<file path="src/logic/vcab_cfg.svh">
// register map, field positions and reset values of the ancillary buffer bank
`ifndef VCAB_CFG_SVH
`define VCAB_CFG_SVH
`define VCAB_CH_STRIDE 8'h10
`define VCAB_OFS_BHANC 8'h00
`define VCAB_OFS_TVANC 8'h04
`define VCAB_OFS_BVANC 8'h08
`define VCAB_OFS_SUBPIC 8'h0c
`define VCAB_SP_HSTART_MSB 23
`define VCAB_SP_HSTART_LSB 16
`define VCAB_SP_HSIZE_MSB 8
`define VCAB_SP_HSIZE_LSB 0
`define VCAB_RST_ADDR 32'h0000_0000
`define VCAB_RST_SUBPIC 32'h0000_0000
`define VCAB_SUBPIC_MASK 32'h00ff_01ff
`define VCAB_RESP_OKAY 2'h0
`define VCAB_RESP_SLVERR 2'h2
`endif

</file>
<file path="src/logic/vcab_pkg.sv">
// types shared by the ancillary buffer register bank
package vcab_pkg;
	typedef logic [31:0] vcab_word_t;
	typedef struct packed
	{
		vcab_word_t bottom_hanc_buffer_start;
		vcab_word_t top_vanc_buffer_start;
		vcab_word_t bottom_vanc_buffer_start;
		logic [7:0] subpic_hstart_pos;
		logic [8:0] subpic_hsize;
	} vcab_chan_s;
endpackage : vcab_pkg

</file>
<file path="src/logic/vcab_chan_if.sv">
// write strobe and contents of one channel's register set
`timescale 1ns/1ps
interface vcab_chan_if;
	logic [1:0] sel;
	logic wr;
	logic [31:0] wdata;
	logic [3:0] wstrb;
	vcab_pkg::vcab_chan_s regs;
	modport bank (input sel, input wr, input wdata, input wstrb, output regs);
	modport ctrl (output sel, output wr, output wdata, output wstrb,
		input regs);
endinterface : vcab_chan_if

</file>
<file path="src/logic/vcab_chan_regs.sv">
// one channel's ancillary start address and sub-picture registers
`timescale 1ns/1ps
`include "vcab_cfg.svh"
module vcab_chan_regs
(
	// clock and reset
	input wire logic aclk,
	input wire logic aresetn,
	// register access
	vcab_chan_if.bank port
);
	vcab_pkg::vcab_chan_s state_q;
	vcab_pkg::vcab_chan_s state_d;
	logic [31:0] sub_old;
	logic [31:0] sub_new;

	function automatic logic [31:0] merge(input logic [31:0] old,
		input logic [31:0] nw, input logic [3:0] be);
		logic [31:0] r;
		r = old;
		for (int i = 0; i < 4; i++)
		begin
			if (be[i])
			begin
				r[i*8 +: 8] = nw[i*8 +: 8];
			end
		end
		return r;
	endfunction : merge

	always_comb
	begin
		state_d = state_q;
		sub_old = 32'h0000_0000;
		sub_old[`VCAB_SP_HSTART_MSB:`VCAB_SP_HSTART_LSB] =
			state_q.subpic_hstart_pos;
		sub_old[`VCAB_SP_HSIZE_MSB:`VCAB_SP_HSIZE_LSB] = state_q.subpic_hsize;
		sub_new = merge(sub_old, port.wdata, port.wstrb);
		if (port.wr)
		begin
			case (port.sel)
				2'h0: state_d.bottom_hanc_buffer_start = merge(
					state_q.bottom_hanc_buffer_start, port.wdata, port.wstrb);
				2'h1: state_d.top_vanc_buffer_start = merge(
					state_q.top_vanc_buffer_start, port.wdata, port.wstrb);
				2'h2: state_d.bottom_vanc_buffer_start = merge(
					state_q.bottom_vanc_buffer_start, port.wdata, port.wstrb);
				2'h3:
				begin
					state_d.subpic_hstart_pos =
						sub_new[`VCAB_SP_HSTART_MSB:`VCAB_SP_HSTART_LSB];
					state_d.subpic_hsize =
						sub_new[`VCAB_SP_HSIZE_MSB:`VCAB_SP_HSIZE_LSB];
				end
				default: state_d = state_q;
			endcase
		end
	end

	always_ff @(posedge aclk)
	begin
		if (!aresetn)
		begin
			state_q <= '0;
		end
		else
		begin
			state_q <= state_d;
		end
	end

	assign port.regs = state_q;
endmodule : vcab_chan_regs

</file>
<file path="src/logic/vcab_regs.sv">
// two-channel ancillary buffer register bank behind an axi4-lite slave
// How it works
// - bottom hanc data starts at its register
// - top vanc data starts at its register
// - bottom vanc data starts at its register
// - bottom vanc address used for progressive too
// - start registers: 32-bit read/write, reset zero
// - sub-picture: start 23:16, size 8:0
//
// Decided for this implementation: the register addresses and register access over AXI4-Lite.
`timescale 1ns/1ps
`include "vcab_cfg.svh"
module vcab_regs
#(
	parameter int CHANNELS = 2
)
(
	// clock and reset
	input wire logic aclk,
	input wire logic aresetn,
	// axi4-lite write address
	input wire logic [7:0] s_axi_awaddr,
	input wire logic s_axi_awvalid,
	output logic s_axi_awready,
	// axi4-lite write data
	input wire logic [31:0] s_axi_wdata,
	input wire logic [3:0] s_axi_wstrb,
	input wire logic s_axi_wvalid,
	output logic s_axi_wready,
	// axi4-lite write response
	output logic [1:0] s_axi_bresp,
	output logic s_axi_bvalid,
	input wire logic s_axi_bready,
	// axi4-lite read address
	input wire logic [7:0] s_axi_araddr,
	input wire logic s_axi_arvalid,
	output logic s_axi_arready,
	// axi4-lite read data
	output logic [31:0] s_axi_rdata,
	output logic [1:0] s_axi_rresp,
	output logic s_axi_rvalid,
	input wire logic s_axi_rready,
	// start addresses and sub-picture fields to the capture write-address generator
	output logic [CHANNELS*32-1:0] bottom_hanc_addr_field,
	output logic [CHANNELS*32-1:0] top_vanc_addr_field,
	output logic [CHANNELS*32-1:0] bottom_vanc_addr_field,
	output logic [CHANNELS*8-1:0] subpic_hstart_pos,
	output logic [CHANNELS*9-1:0] subpic_hsize
);
	typedef struct packed
	{
		logic aw_held;
		logic [7:0] awaddr;
		logic w_held;
		logic [31:0] wdata;
		logic [3:0] wstrb;
		logic bvalid;
		logic [1:0] bresp;
		logic rvalid;
		logic [31:0] rdata;
		logic [1:0] rresp;
	} vcab_bus_s;

	vcab_bus_s state_q;
	vcab_bus_s state_d;
	logic do_write;
	logic wr_hit;
	logic [31:0] rd_word;
	logic rd_hit;
	logic [CHANNELS-1:0] ch_wr;
	logic [2:0] wr_dec;
	logic [2:0] rd_dec;
	logic [7:0] wr_ch;
	logic [7:0] rd_ch;
	vcab_pkg::vcab_chan_s ch_regs [CHANNELS];

	vcab_chan_if chan [CHANNELS] ();

	////////////////////////////////////////////////////////////////////////
	// address decode against the register map
	// bit 2 marks a mapped offset, bits 1:0 pick the register
	function automatic logic [2:0] ofs_decode(input logic [7:0] addr);
		logic [7:0] ofs;
		logic [2:0] r;
		ofs = addr % `VCAB_CH_STRIDE;
		case (ofs)
			`VCAB_OFS_BHANC: r = 3'h4;
			`VCAB_OFS_TVANC: r = 3'h5;
			`VCAB_OFS_BVANC: r = 3'h6;
			`VCAB_OFS_SUBPIC: r = 3'h7;
			default: r = 3'h0;
		endcase
		return r;
	endfunction : ofs_decode

	// channel number and register of both requests
	assign wr_dec = ofs_decode(state_q.awaddr);
	assign rd_dec = ofs_decode(s_axi_araddr);
	assign wr_ch = state_q.awaddr / `VCAB_CH_STRIDE;
	assign rd_ch = s_axi_araddr / `VCAB_CH_STRIDE;

	////////////////////////////////////////////////////////////////////////
	// per-channel banks and outputs
	for (genvar c = 0; c < CHANNELS; c++)
	begin : g_ch
		assign chan[c].sel = wr_dec[1:0];
		assign chan[c].wr = ch_wr[c];
		assign chan[c].wdata = state_q.wdata;
		assign chan[c].wstrb = state_q.wstrb;
		vcab_chan_regs u_regs
		(
			.aclk(aclk),
			.aresetn(aresetn),
			.port(chan[c])
		);
		assign bottom_hanc_addr_field[c*32 +: 32] =
			chan[c].regs.bottom_hanc_buffer_start;
		assign top_vanc_addr_field[c*32 +: 32] =
			chan[c].regs.top_vanc_buffer_start;
		assign bottom_vanc_addr_field[c*32 +: 32] =
			chan[c].regs.bottom_vanc_buffer_start;
		assign subpic_hstart_pos[c*8 +: 8] = chan[c].regs.subpic_hstart_pos;
		assign subpic_hsize[c*9 +: 9] = chan[c].regs.subpic_hsize;
		// channel contents for the read mux
		assign ch_regs[c] = chan[c].regs;
		assign ch_wr[c] = do_write && wr_hit &&
			(wr_ch == 8'(c));
	end

	////////////////////////////////////////////////////////////////////////
	// read mux over all channels
	always_comb
	begin
		rd_word = 32'h0000_0000;
		rd_hit = 1'b0;
		for (int c = 0; c < CHANNELS; c++)
		begin
			if (rd_dec[2] && rd_ch == 8'(c))
			begin
				rd_hit = 1'b1;
				case (rd_dec[1:0])
					2'h0: rd_word = ch_regs[c].bottom_hanc_buffer_start;
					2'h1: rd_word = ch_regs[c].top_vanc_buffer_start;
					2'h2: rd_word = ch_regs[c].bottom_vanc_buffer_start;
					2'h3: rd_word = {8'h00, ch_regs[c].subpic_hstart_pos,
						7'h00, ch_regs[c].subpic_hsize};
					default: rd_word = 32'h0000_0000;
				endcase
			end
		end
	end

	////////////////////////////////////////////////////////////////////////
	// axi4-lite handshakes
	assign s_axi_awready = !state_q.aw_held && !state_q.bvalid;
	assign s_axi_wready = !state_q.w_held && !state_q.bvalid;
	assign s_axi_arready = !state_q.rvalid;
	// commit once address and data are both held
	assign do_write = state_q.aw_held && state_q.w_held && !state_q.bvalid;
	assign wr_hit = wr_dec[2] &&
		32'(wr_ch) < CHANNELS;

	always_comb
	begin
		state_d = state_q;
		if (s_axi_awvalid && s_axi_awready)
		begin
			state_d.aw_held = 1'b1;
			state_d.awaddr = s_axi_awaddr;
		end
		if (s_axi_wvalid && s_axi_wready)
		begin
			state_d.w_held = 1'b1;
			state_d.wdata = s_axi_wdata;
			state_d.wstrb = s_axi_wstrb;
		end
		if (do_write)
		begin
			state_d.aw_held = 1'b0;
			state_d.w_held = 1'b0;
			state_d.bvalid = 1'b1;
			state_d.bresp = wr_hit ? `VCAB_RESP_OKAY : `VCAB_RESP_SLVERR;
		end
		if (state_q.bvalid && s_axi_bready)
		begin
			state_d.bvalid = 1'b0;
		end
		if (state_q.rvalid && s_axi_rready)
		begin
			state_d.rvalid = 1'b0;
		end
		if (s_axi_arvalid && s_axi_arready)
		begin
			state_d.rvalid = 1'b1;
			state_d.rdata = rd_word;
			state_d.rresp = rd_hit ? `VCAB_RESP_OKAY : `VCAB_RESP_SLVERR;
		end
	end

	always_ff @(posedge aclk)
	begin
		if (!aresetn)
		begin
			state_q <= '0;
		end
		else
		begin
			state_q <= state_d;
		end
	end

	assign s_axi_bvalid = state_q.bvalid;
	assign s_axi_bresp = state_q.bresp;
	assign s_axi_rvalid = state_q.rvalid;
	assign s_axi_rdata = state_q.rdata;
	assign s_axi_rresp = state_q.rresp;
endmodule : vcab_regs
</file>
<file path="config.mk">
export PLATFORM = sky130hd
export DESIGN_NAME = vcab_regs
export DESIGN_NICKNAME = d
export VERILOG_FILES = /design/src/logic/vcab_pkg.sv /design/src/logic/vcab_chan_if.sv /design/src/logic/vcab_chan_regs.sv /design/src/logic/vcab_regs.sv
export VERILOG_INCLUDE_DIRS = /design/src /design/src/logic
export SDC_FILE = /design/constraint.sdc
export NUM_CORES = 1
export LEC_CHECK = 0
export BUFFER_PORTS_ARGS = -buffer_cell sky130_fd_sc_hd__clkbuf_2
export CAP_MARGIN = 40
export CORE_ASPECT_RATIO = 0.6
export CORE_MARGIN = 2
export CORE_UTILIZATION = 49
export DETAILED_ROUTE_END_ITERATION = 7
export PLACE_DENSITY = 0.74
export RECOVER_POWER = 25
export SLEW_MARGIN = 10
export SYNTH_ARGS = -nofsm -noshare
export SYNTH_HDL_FRONTEND = slang
export SYNTH_HIERARCHICAL = 1
export SYNTH_SLANG_ARGS = --single-unit
</file>
<file path="constraint.sdc">
create_clock -name aclk -period 2.6 [get_ports aclk]
set_input_delay 0.52 -clock aclk [delete_from_list [all_inputs] [get_ports aclk]]
set_output_delay 0.52 -clock aclk [all_outputs]
set_load 0.005 [all_outputs]
</file>
==> flow_summary.json, run 1 <==
{
  "wl_per_cell_um": 22.69,
  "drive_gt1_share_pct": 22.62,
  "p_leak_nw": 7.725,
  "placed_area_um2": 15700,
  "grt_setup_unrepaired": "no",
  "ys.flop_type": "dfxtp_1",
  "min_path_type": "input port to flop",
  "synth_common_cells": "nand2_1 (423), dfxtp_1 (308), mux2i_1 (243)",
  "cts_tree": "yes",
  "port_buffers": 323,
  "synth_edf_count": 0,
  "holdBufCountCts": 0,
  "synthCells": 1563,
  "areaGrowthSynthToFinish_pct": 19.61,
  "clockBufferDepth": 3,
  "grt_max_degree": 69,
  "fmax_ghz": 0.4369,
  "p_per_area_nw_per_um2": 624.9,
  "vias_per_cell": 5.795,
  "synth_area_per_cell_um2": 8.926,
  "synth-async-reset-ratio_pct": 0,
  "fp.dieH_um": 134.7,
  "wl_um": 50080,
  "die_area_um2": 29880,
  "drt_iter0_drc": 1598,
  "start_util_pct": 50.26,
  "layout.nets": 1877,
  "route.vias.total": 12790,
  "period_share_pct": 88.03,
  "cts_buffers": 29,
  "grtUsageTotal_pct": 32.04,
  "htreeDepth": 1,
  "min_period_ps": 2289,
  "cts_resized": 0,
  "syn-cell-area_um2": 13950,
  "drtPass1Iterations": 5,
  "power.internal_w": 0.007918,
  "seqPwrFrac_pct": 47.1,
  "clock-sinks": 308,
  "finalHoldViolCount": 0,
  "hpwl_um": 37430,
  "fin_skew_ps": 29.22,
  "cts_root_buf": "clkbuf_16",
  "rows": 47,
  "drc": 0,
  "ir_drop_v": 0.0005735,
  "path_clk_slew_ps": 70,
  "ys_warn_count": 6,
  "design_area_um2": 16690,
  "end_kind": "flop",
  "switching_share_pct": 24.07,
  "multi_input_area_um2": 6862,
  "p_comb_share_pct": 7.3,
  "pwr-share-clk_pct": 45.6,
  "finalCoreUtilization_pct": 60.12,
  "finalSetupTns_ps": 0,
  "die_x_um": 221.8,
  "crit_path_start_kind": "flop",
  "path_class": "flop to flop",
  "p_switching_w": 0.002510,
  "grt_pass1_wl_um": 72460,
  "finalSetupViolCount": 0,
  "ant_nets": 0,
  "synth_area_leaders": "dfxtp_1 (44%), mux2i_1 (17%), nand2_1 (11%)",
  "antenna_found_initial": 1,
  "seq_area_frac_synth_pct": 44.20,
  "cp_max_fo": 9,
  "gp_congestion": 0.9555,
  "fill_cells": 2438,
  "outcome": "finished clean",
  "ys_types": 45,
  "ys_ff_latch": 308,
  "worstSkewPairLatency_ps": 580,
  "required_ps": 3080,
  "cp.arrival_ps": 2770,
  "slew_headroom_pct": 7.166,
  "synth.most_common_cell": "nand2_1",
  "cts_setup_buffers": 0,
  "maxCapViolCount": 0,
  "final_max_slew_viol_count": 0,
  "ios": 326,
  "grt_pass1_vias": 11237,
  "yosysTopAreaCell": "dfxtp_1",
  "placeableCoreArea_um2": 27760,
  "worstMarginPinSlew_ps": 1393,
  "ff_latch_area_um2": 6166,
  "overflow": 0,
  "yosysTopAreaCellShare_pct": 44.20
}
==> per-stage QoR <==
step / hold WS, ps / setup slack (ps) / total power [W] / instances
floorplan: 438.8 / 739.2 / 0.005457 / 1564
global placement: 450.4 / 376.1 / 0.005741 / 2154
detailed placement: 456.0 / 348.4 / 0.005755 / 2154
CTS: 176.5 / 380.8 / 0.01045 / 2206
global route: 188.3 / 142.3 / 0.01071 / 2206
finish: 195.5 / 311.1 / 0.01043 / 2207
==> logic make-up (layout without fill, tap and decap cells) <==
| logic type | after synthesis | in the layout | synth area share [%] |
|---|---|---|---|
| AO/OA/AOI/OAI | 285 | 285 | 13.61 |
| buffers and inverters | 170 | 445 | 6.744 |
| flip-flops | 308 | 308 | 44.20 |
| multiplexers | 259 | 259 | 18.73 |
| other | 1 | 3 | 0.02688 |
| AND/OR/NAND/NOR | 540 | 540 | 16.69 |
==> critical path, stage by stage (launching register included) <==
cell	delay, ps
dfxtp_1	350
inv_1	60
nor3_1	290
and3_1	250
and2_1	390
and4b_1	630
mux2i_1	260
==> power by group through the flow <==
stage	Clock (W)	Combinational, W	Sequential, W
6_report	0.00476	0.000760	0.00491
5_1_grt	0.00499	0.000816	0.00491
2_1_floorplan	0	0.000509	0.00495
3_3_place_gp	0	0.000736	0.00500
4_1_cts	0.00480	0.000752	0.00490
3_5_place_dp	0	0.000750	0.00501
==> layout by cell type (no fill, tap or decap), types with 15 or more instances in the layout <==
master	instances
nand2_1	423
dfxtp_1	308
clkbuf_2	280
mux2i_1	243
o21ai_0	80
buf_4	58
nor2_1	57
clkbuf_1	48
a21boi_0	46
a21oi_1	41
clkbuf_16	29
a2bb2oi_1	27
a22oi_1	22
mux2_2	16
a221oi_1	15
==> path summary, 6_finish.rpt <==
check	start	endpoint	slack, ps	cells past startpoint
setup reg to reg	state_q[74]	g_ch[1].u_regs/port.regs[68]	310	6
setup / recovery	state_q[74]	g_ch[1].u_regs/port.regs[68]	310	6
hold reg to reg	state_q[75]	state_q[75]	460	2
hold / removal	s_axi_wdata[1]	chan[0].wdata[1]	200	3
==> metal layers <==
layer	up-vias	wire length [µm]	GRT usage, %
met3	53	6256	12.25
met1	6197	24130	50.33
met4	0	766	5.405
li1	5894	-	-
met5	-	0	0
met2	646	18930	40.46
==> layout make-up <==
| cell class | count | share of cell area [%] |
|---|---|---|
| inverter | 5 | 0.1125 |
| tap | 367 | 2.752 |
| sequential | 308 | 36.95 |
| clock inverter | 10 | 1.237 |
| multi-input combinational | 1086 | 41.12 |
| antenna | 1 | 0.01500 |
| clock buffer | 42 | 5.121 |
| timing repair buffer | 388 | 12.69 |
==> sequential cells by signal, indices dropped and copies added, names as in the netlist <==
signal,flops
s_axi_rvalid,1
chan.wstrb,4
s_axi_bvalid,1
s_axi_bresp,1
s_axi_rdata,32
g_ch.u_regs/port.regs,226
state_q,10
s_axi_rresp,1
chan.wdata,32
Note: power is estimated with default switching activity, not from simulation.
==> run 2, diff against run 1 <==
--- a/config.mk
+++ b/config.mk
@@ -8,9 +8,10 @@
 export LEC_CHECK = 0
 export BUFFER_PORTS_ARGS = -buffer_cell sky130_fd_sc_hd__clkbuf_2
 export CAP_MARGIN = 40
-export CORE_ASPECT_RATIO = 0.6
+export CORE_ASPECT_RATIO = 0.8
 export CORE_MARGIN = 2
 export CORE_UTILIZATION = 49
+export CTS_CLUSTER_DIAMETER = 200
 export DETAILED_ROUTE_END_ITERATION = 7
 export PLACE_DENSITY = 0.74
 export RECOVER_POWER = 25
==> flow_summary.json, run 2 (synthesized netlist as in run 1, its figures left out) <==
{
  "outcome": "finished clean",
  "largest_reg_flops": 226,
  "grt_max_degree": 56,
  "multi_input_area_um2": 6862,
  "holdBufCountCts": 0,
  "power_w": 0.01018,
  "cts_tree": "yes",
  "ff_latch_area_um2": 6166,
  "final_cell_mix": "nand2_1 (423), dfxtp_1 (308), clkbuf_2 (260), mux2i_1 (243), o21ai_0 (80)",
  "wl_per_cell_um": 22.37,
  "finalSetupTns_ps": 0,
  "cts_setup_buffers": 0,
  "fmax_ghz": 0.4217,
  "port_buffers": 323,
  "maxCapViolCount": 0,
  "route.vias.total": 13017,
  "worstSkewPairLatency_ps": 520,
  "hpwl_um": 36660,
  "period_share_pct": 91.21,
  "min_path_type": "input port to flop",
  "p_leak_nw": 7.645,
  "ios": 326,
  "grtUsageTotal_pct": 32.06,
  "vias_per_cell": 5.877,
  "cts_buffers": 34,
  "clock-sinks": 308,
  "worstMarginPinSlew_ps": 1486,
  "drtPass1Iterations": 6,
  "drive_gt1_share_pct": 21.60,
  "die_x_um": 192.7,
  "design_area_um2": 16640,
  "start_util_pct": 49.57,
  "path_clk_slew_ps": 60,
  "layout.nets": 1879,
  "required_ps": 3030,
  "antenna_found_initial": 2,
  "overflow": 0,
  "finalSetupViolCount": 0,
  "ant_nets": 0,
  "p_per_area_nw_per_um2": 611.7,
  "min_period_ps": 2372,
  "htreeDepth": 2,
  "drc": 0,
  "crit_path_start_kind": "flop",
  "fp.dieH_um": 154.9,
  "rows": 55,
  "slew_headroom_pct": 0.9266,
  "finalHoldViolCount": 0,
  "path_class": "flop to flop",
  "end_kind": "flop",
  "fill_cells": 2547,
  "final_common_cell": "nand2_1",
  "gp_congestion": 0.9862,
  "clockBufferDepth": 3,
  "cts_resized": 0,
  "cp.arrival_ps": 2800,
  "cts_root_buf": "clkbuf_16",
  "grt_setup_unrepaired": "no",
  "wl_um": 49540,
  "ir_drop_v": 0.0004081,
  "placeableCoreArea_um2": 28150,
  "grt_pass1_wl_um": 72850,
  "cp_max_fo": 15,
  "final_max_slew_viol_count": 0,
  "fin_skew_ps": 16.99,
  "drt_iter0_drc": 1538,
  "areaGrowthSynthToFinish_pct": 19.26,
  "placed_area_um2": 15700,
  "die_area_um2": 29850,
  "grt_pass1_vias": 11759
}
==> run 2: per-layer routing <==
layer | vias to the layer above | track usage [%] | routed length, µm
met3 | 96 | 7.715 | 5774
met2 | 717 | 42.31 | 19570
met4 | 0 | 10.29 | 1498
li1 | 5910 | - | -
met1 | 6294 | 50.15 | 22700
met5 | - | 0 | 0
==> run 2: stage by stage <==
step	hold WS, ps	setup slack [ps]	cells	utilization (%)
6_report	236.8	228.4	2215	59.12
4_1_cts	229.7	279.7	2213	59.45
2_1_floorplan	438.8	739.2	1564	-
3_5_place_dp	454.1	327.0	2154	55.79
3_3_place_gp	449.4	307.5	2154	55.79
5_1_grt	243.8	141.8	2215	59.12
==> run 2: power by group <==
group          total, W  switching [W]  internal [W]
Sequential      0.00490      0.0000995       0.00480
Clock           0.00453        0.00194       0.00258
Combinational  0.000749       0.000496      0.000253
==> run 2: cell type report <==
class	instances	share of cell area, %
Clock inverter	13	0.4286
Inverter	5	0.1128
Tap cell	370	2.782
Sequential cell	308	37.06
Timing Repair Buffer	385	12.60
Multi-Input combinational cell	1086	41.24
Clock buffer	46	5.753
Antenna cell	2	0.03008
==> run 2: worst paths after layout <==
check / start / end / slack (ps) / cells past startpoint
worst max-delay path: state_q[74] / g_ch[0].u_regs/port.regs[67] / 230 / 7
worst min-delay path: s_axi_wdata[13] / chan[0].wdata[13] / 240 / 3
worst max register to register: state_q[74] / g_ch[0].u_regs/port.regs[67] / 230 / 7
worst min register to register: state_q[78] / state_q[78] / 460 / 2
==> run 2: critical path, stage by stage (launching register included) <==
cell     delay, ps
dfxtp_1        340
inv_1           60
nor3_1         280
and3_1         250
nor2b_1        210
buf_4          260
and4b_1        590
mux2i_1        290
==> run 3, diff against run 2 <==
--- a/config.mk
+++ b/config.mk
@@ -8,7 +8,7 @@
 export LEC_CHECK = 0
 export BUFFER_PORTS_ARGS = -buffer_cell sky130_fd_sc_hd__clkbuf_2
 export CAP_MARGIN = 40
-export CORE_ASPECT_RATIO = 0.8
+export CORE_ASPECT_RATIO = 1.2
 export CORE_MARGIN = 2
 export CORE_UTILIZATION = 49
 export CTS_CLUSTER_DIAMETER = 200
==> flow_summary.json, run 3 (synthesized netlist as in run 1, its figures left out) <==
{
  "cts_setup_buffers": 0,
  "worstSkewPairLatency_ps": 560,
  "wl_per_cell_um": 20.58,
  "placed_cells": 2154,
  "slew_headroom_pct": -19.04,
  "p_per_area_nw_per_um2": 621.6,
  "antenna_found_initial": 1,
  "layout.nets": 1867,
  "grt_max_degree": 97,
  "route.vias.total": 12568,
  "cpLargestDelayFamily": "buffers and inverters",
  "gp_congestion": 0.9154,
  "slowest_delay_ps": 1320,
  "drive_gt1_share_pct": 21.96,
  "fp.dieH_um": 188.8,
  "drtPass1Iterations": 6,
  "areaGrowthSynthToFinish_pct": 19.32,
  "cp_max_fo": 43,
  "ir_drop_v": 0.0004044,
  "finalHoldViolCount": 0,
  "grt_setup_unrepaired": "no",
  "drc": 0,
  "placeableCoreArea_um2": 28000,
  "path_clk_slew_ps": 60,
  "clock-sinks": 308,
  "final_cell_mix": "nand2_1 (423), dfxtp_1 (308), clkbuf_2 (276), mux2i_1 (243), o21ai_0 (80)",
  "outcome": "finished with violations",
  "wl_um": 45520,
  "die_area_um2": 29840,
  "grt_pass1_vias": 11802,
  "overflow": 0,
  "drt_iter0_drc": 1359,
  "largest_reg_flops": 226,
  "hpwl_um": 33290,
  "fill_cells": 2568,
  "path_class": "input port to flop",
  "cts_root_buf": "clkbuf_16",
  "cp.arrival_ps": 2800,
  "violations": "capacitance limit, slew limit",
  "rows": 67,
  "finalSetupTns_ps": 0,
  "maxCapViolCount": 1,
  "die_x_um": 158.0,
  "ios": 326,
  "worstPathCellList": "buf_8, clkbuf_1, nand2_1, mux2i_1",
  "cts_resized": 0,
  "worstMarginPinSlew_ps": 1786,
  "cts_tree": "yes",
  "grtUsageTotal_pct": 29.59,
  "p_leak_nw": 7.678,
  "slowest_stage": "clkbuf_1",
  "finalCoreUtilization_pct": 59.45,
  "grt_pass1_wl_um": 68700,
  "htreeDepth": 1,
  "cts_buffers": 31,
  "end_kind": "flop",
  "min_period_ps": 2306,
  "holdBufCountCts": 0,
  "min_path_type": "input port to flop",
  "start_util_pct": 49.83,
  "final_common_cell": "nand2_1",
  "port_buffers": 323,
  "period_share_pct": 88.70,
  "fin_skew_ps": 13.15,
  "final_max_slew_viol_count": 44,
  "fmax_ghz": 0.4336,
  "crit_buf_inv": 2,
  "finalSetupViolCount": 0,
  "ant_nets": 0,
  "fin_cells": 2212,
  "crit_path_start_kind": "input port",
  "required_ps": 3090,
  "clockBufferDepth": 3,
  "vias_per_cell": 5.682
}
==> run 3: final timing paths <==
| path | from | to | slack [ps] | cells past startpoint |
|---|---|---|---|---|
| setup reg to reg | s_axi_bvalid | g_ch[1].u_regs/port.regs[33] | 420 | 7 |
| setup / recovery | aresetn | g_ch[0].u_regs/port.regs[73] | 290 | 4 |
| hold reg to reg | state_q[78] | state_q[78] | 460 | 2 |
| hold / removal | s_axi_awaddr[7] | state_q[82] | 180 | 3 |
==> run 3: worst min-delay path: cells and delay by family <==
family / cells / cell delay, ps
simple gates: 1 / 40
compound gates: 1 / 60
buf+inv: 1 / 80
==> run 3: area by class of cell <==
type	instances	area, µm²	share of cell area (%)
diodes	2	5.005	0.03007
clock buffers	49	943.4	5.667
clock inverters	7	138.9	0.8343
inverters	5	18.77	0.1127
multi-input cells	1086	6862	41.22
flip-flops and latches	308	6166	37.04
well taps	379	474.2	2.849
repair buffers	376	2038	12.24
==> run 3: per-layer routing <==
layer | vias up | wire length [µm] | GRT usage [%] | share of wire (%)
met2 | 600 | 19630 | 43.81 | 43
met4 | 0 | 2283 | 13.83 | 5.0
met1 | 5982 | 19370 | 41.38 | 43
met3 | 118 | 4239 | 5.842 | 9.3
met5 | - | 0 | 0 | 0
li1 | 5868 | - | - | -
==> run 3: where the power goes <==
part           internal, W  switching (W)  leakage, nW
combinational     0.000244       0.000464         4.65
sequential         0.00480      0.0000977         2.49
clock              0.00286        0.00188        0.532
total              0.00791        0.00244         7.68
==> run 3: stage by stage <==
step	power (W)	instance area, µm²	worst slack [ps]	hold slack [ps]
2_1_floorplan	0.005457	13950	739.2	438.8
3_3_place_gp	0.005685	15620	413.9	450.6
3_5_place_dp	0.005699	15620	383.9	457.0
4_1_cts	0.01037	16700	444.0	170.5
5_1_grt	0.01064	16640	124.5	199.7
6_report	0.01035	16650	293.8	183.6
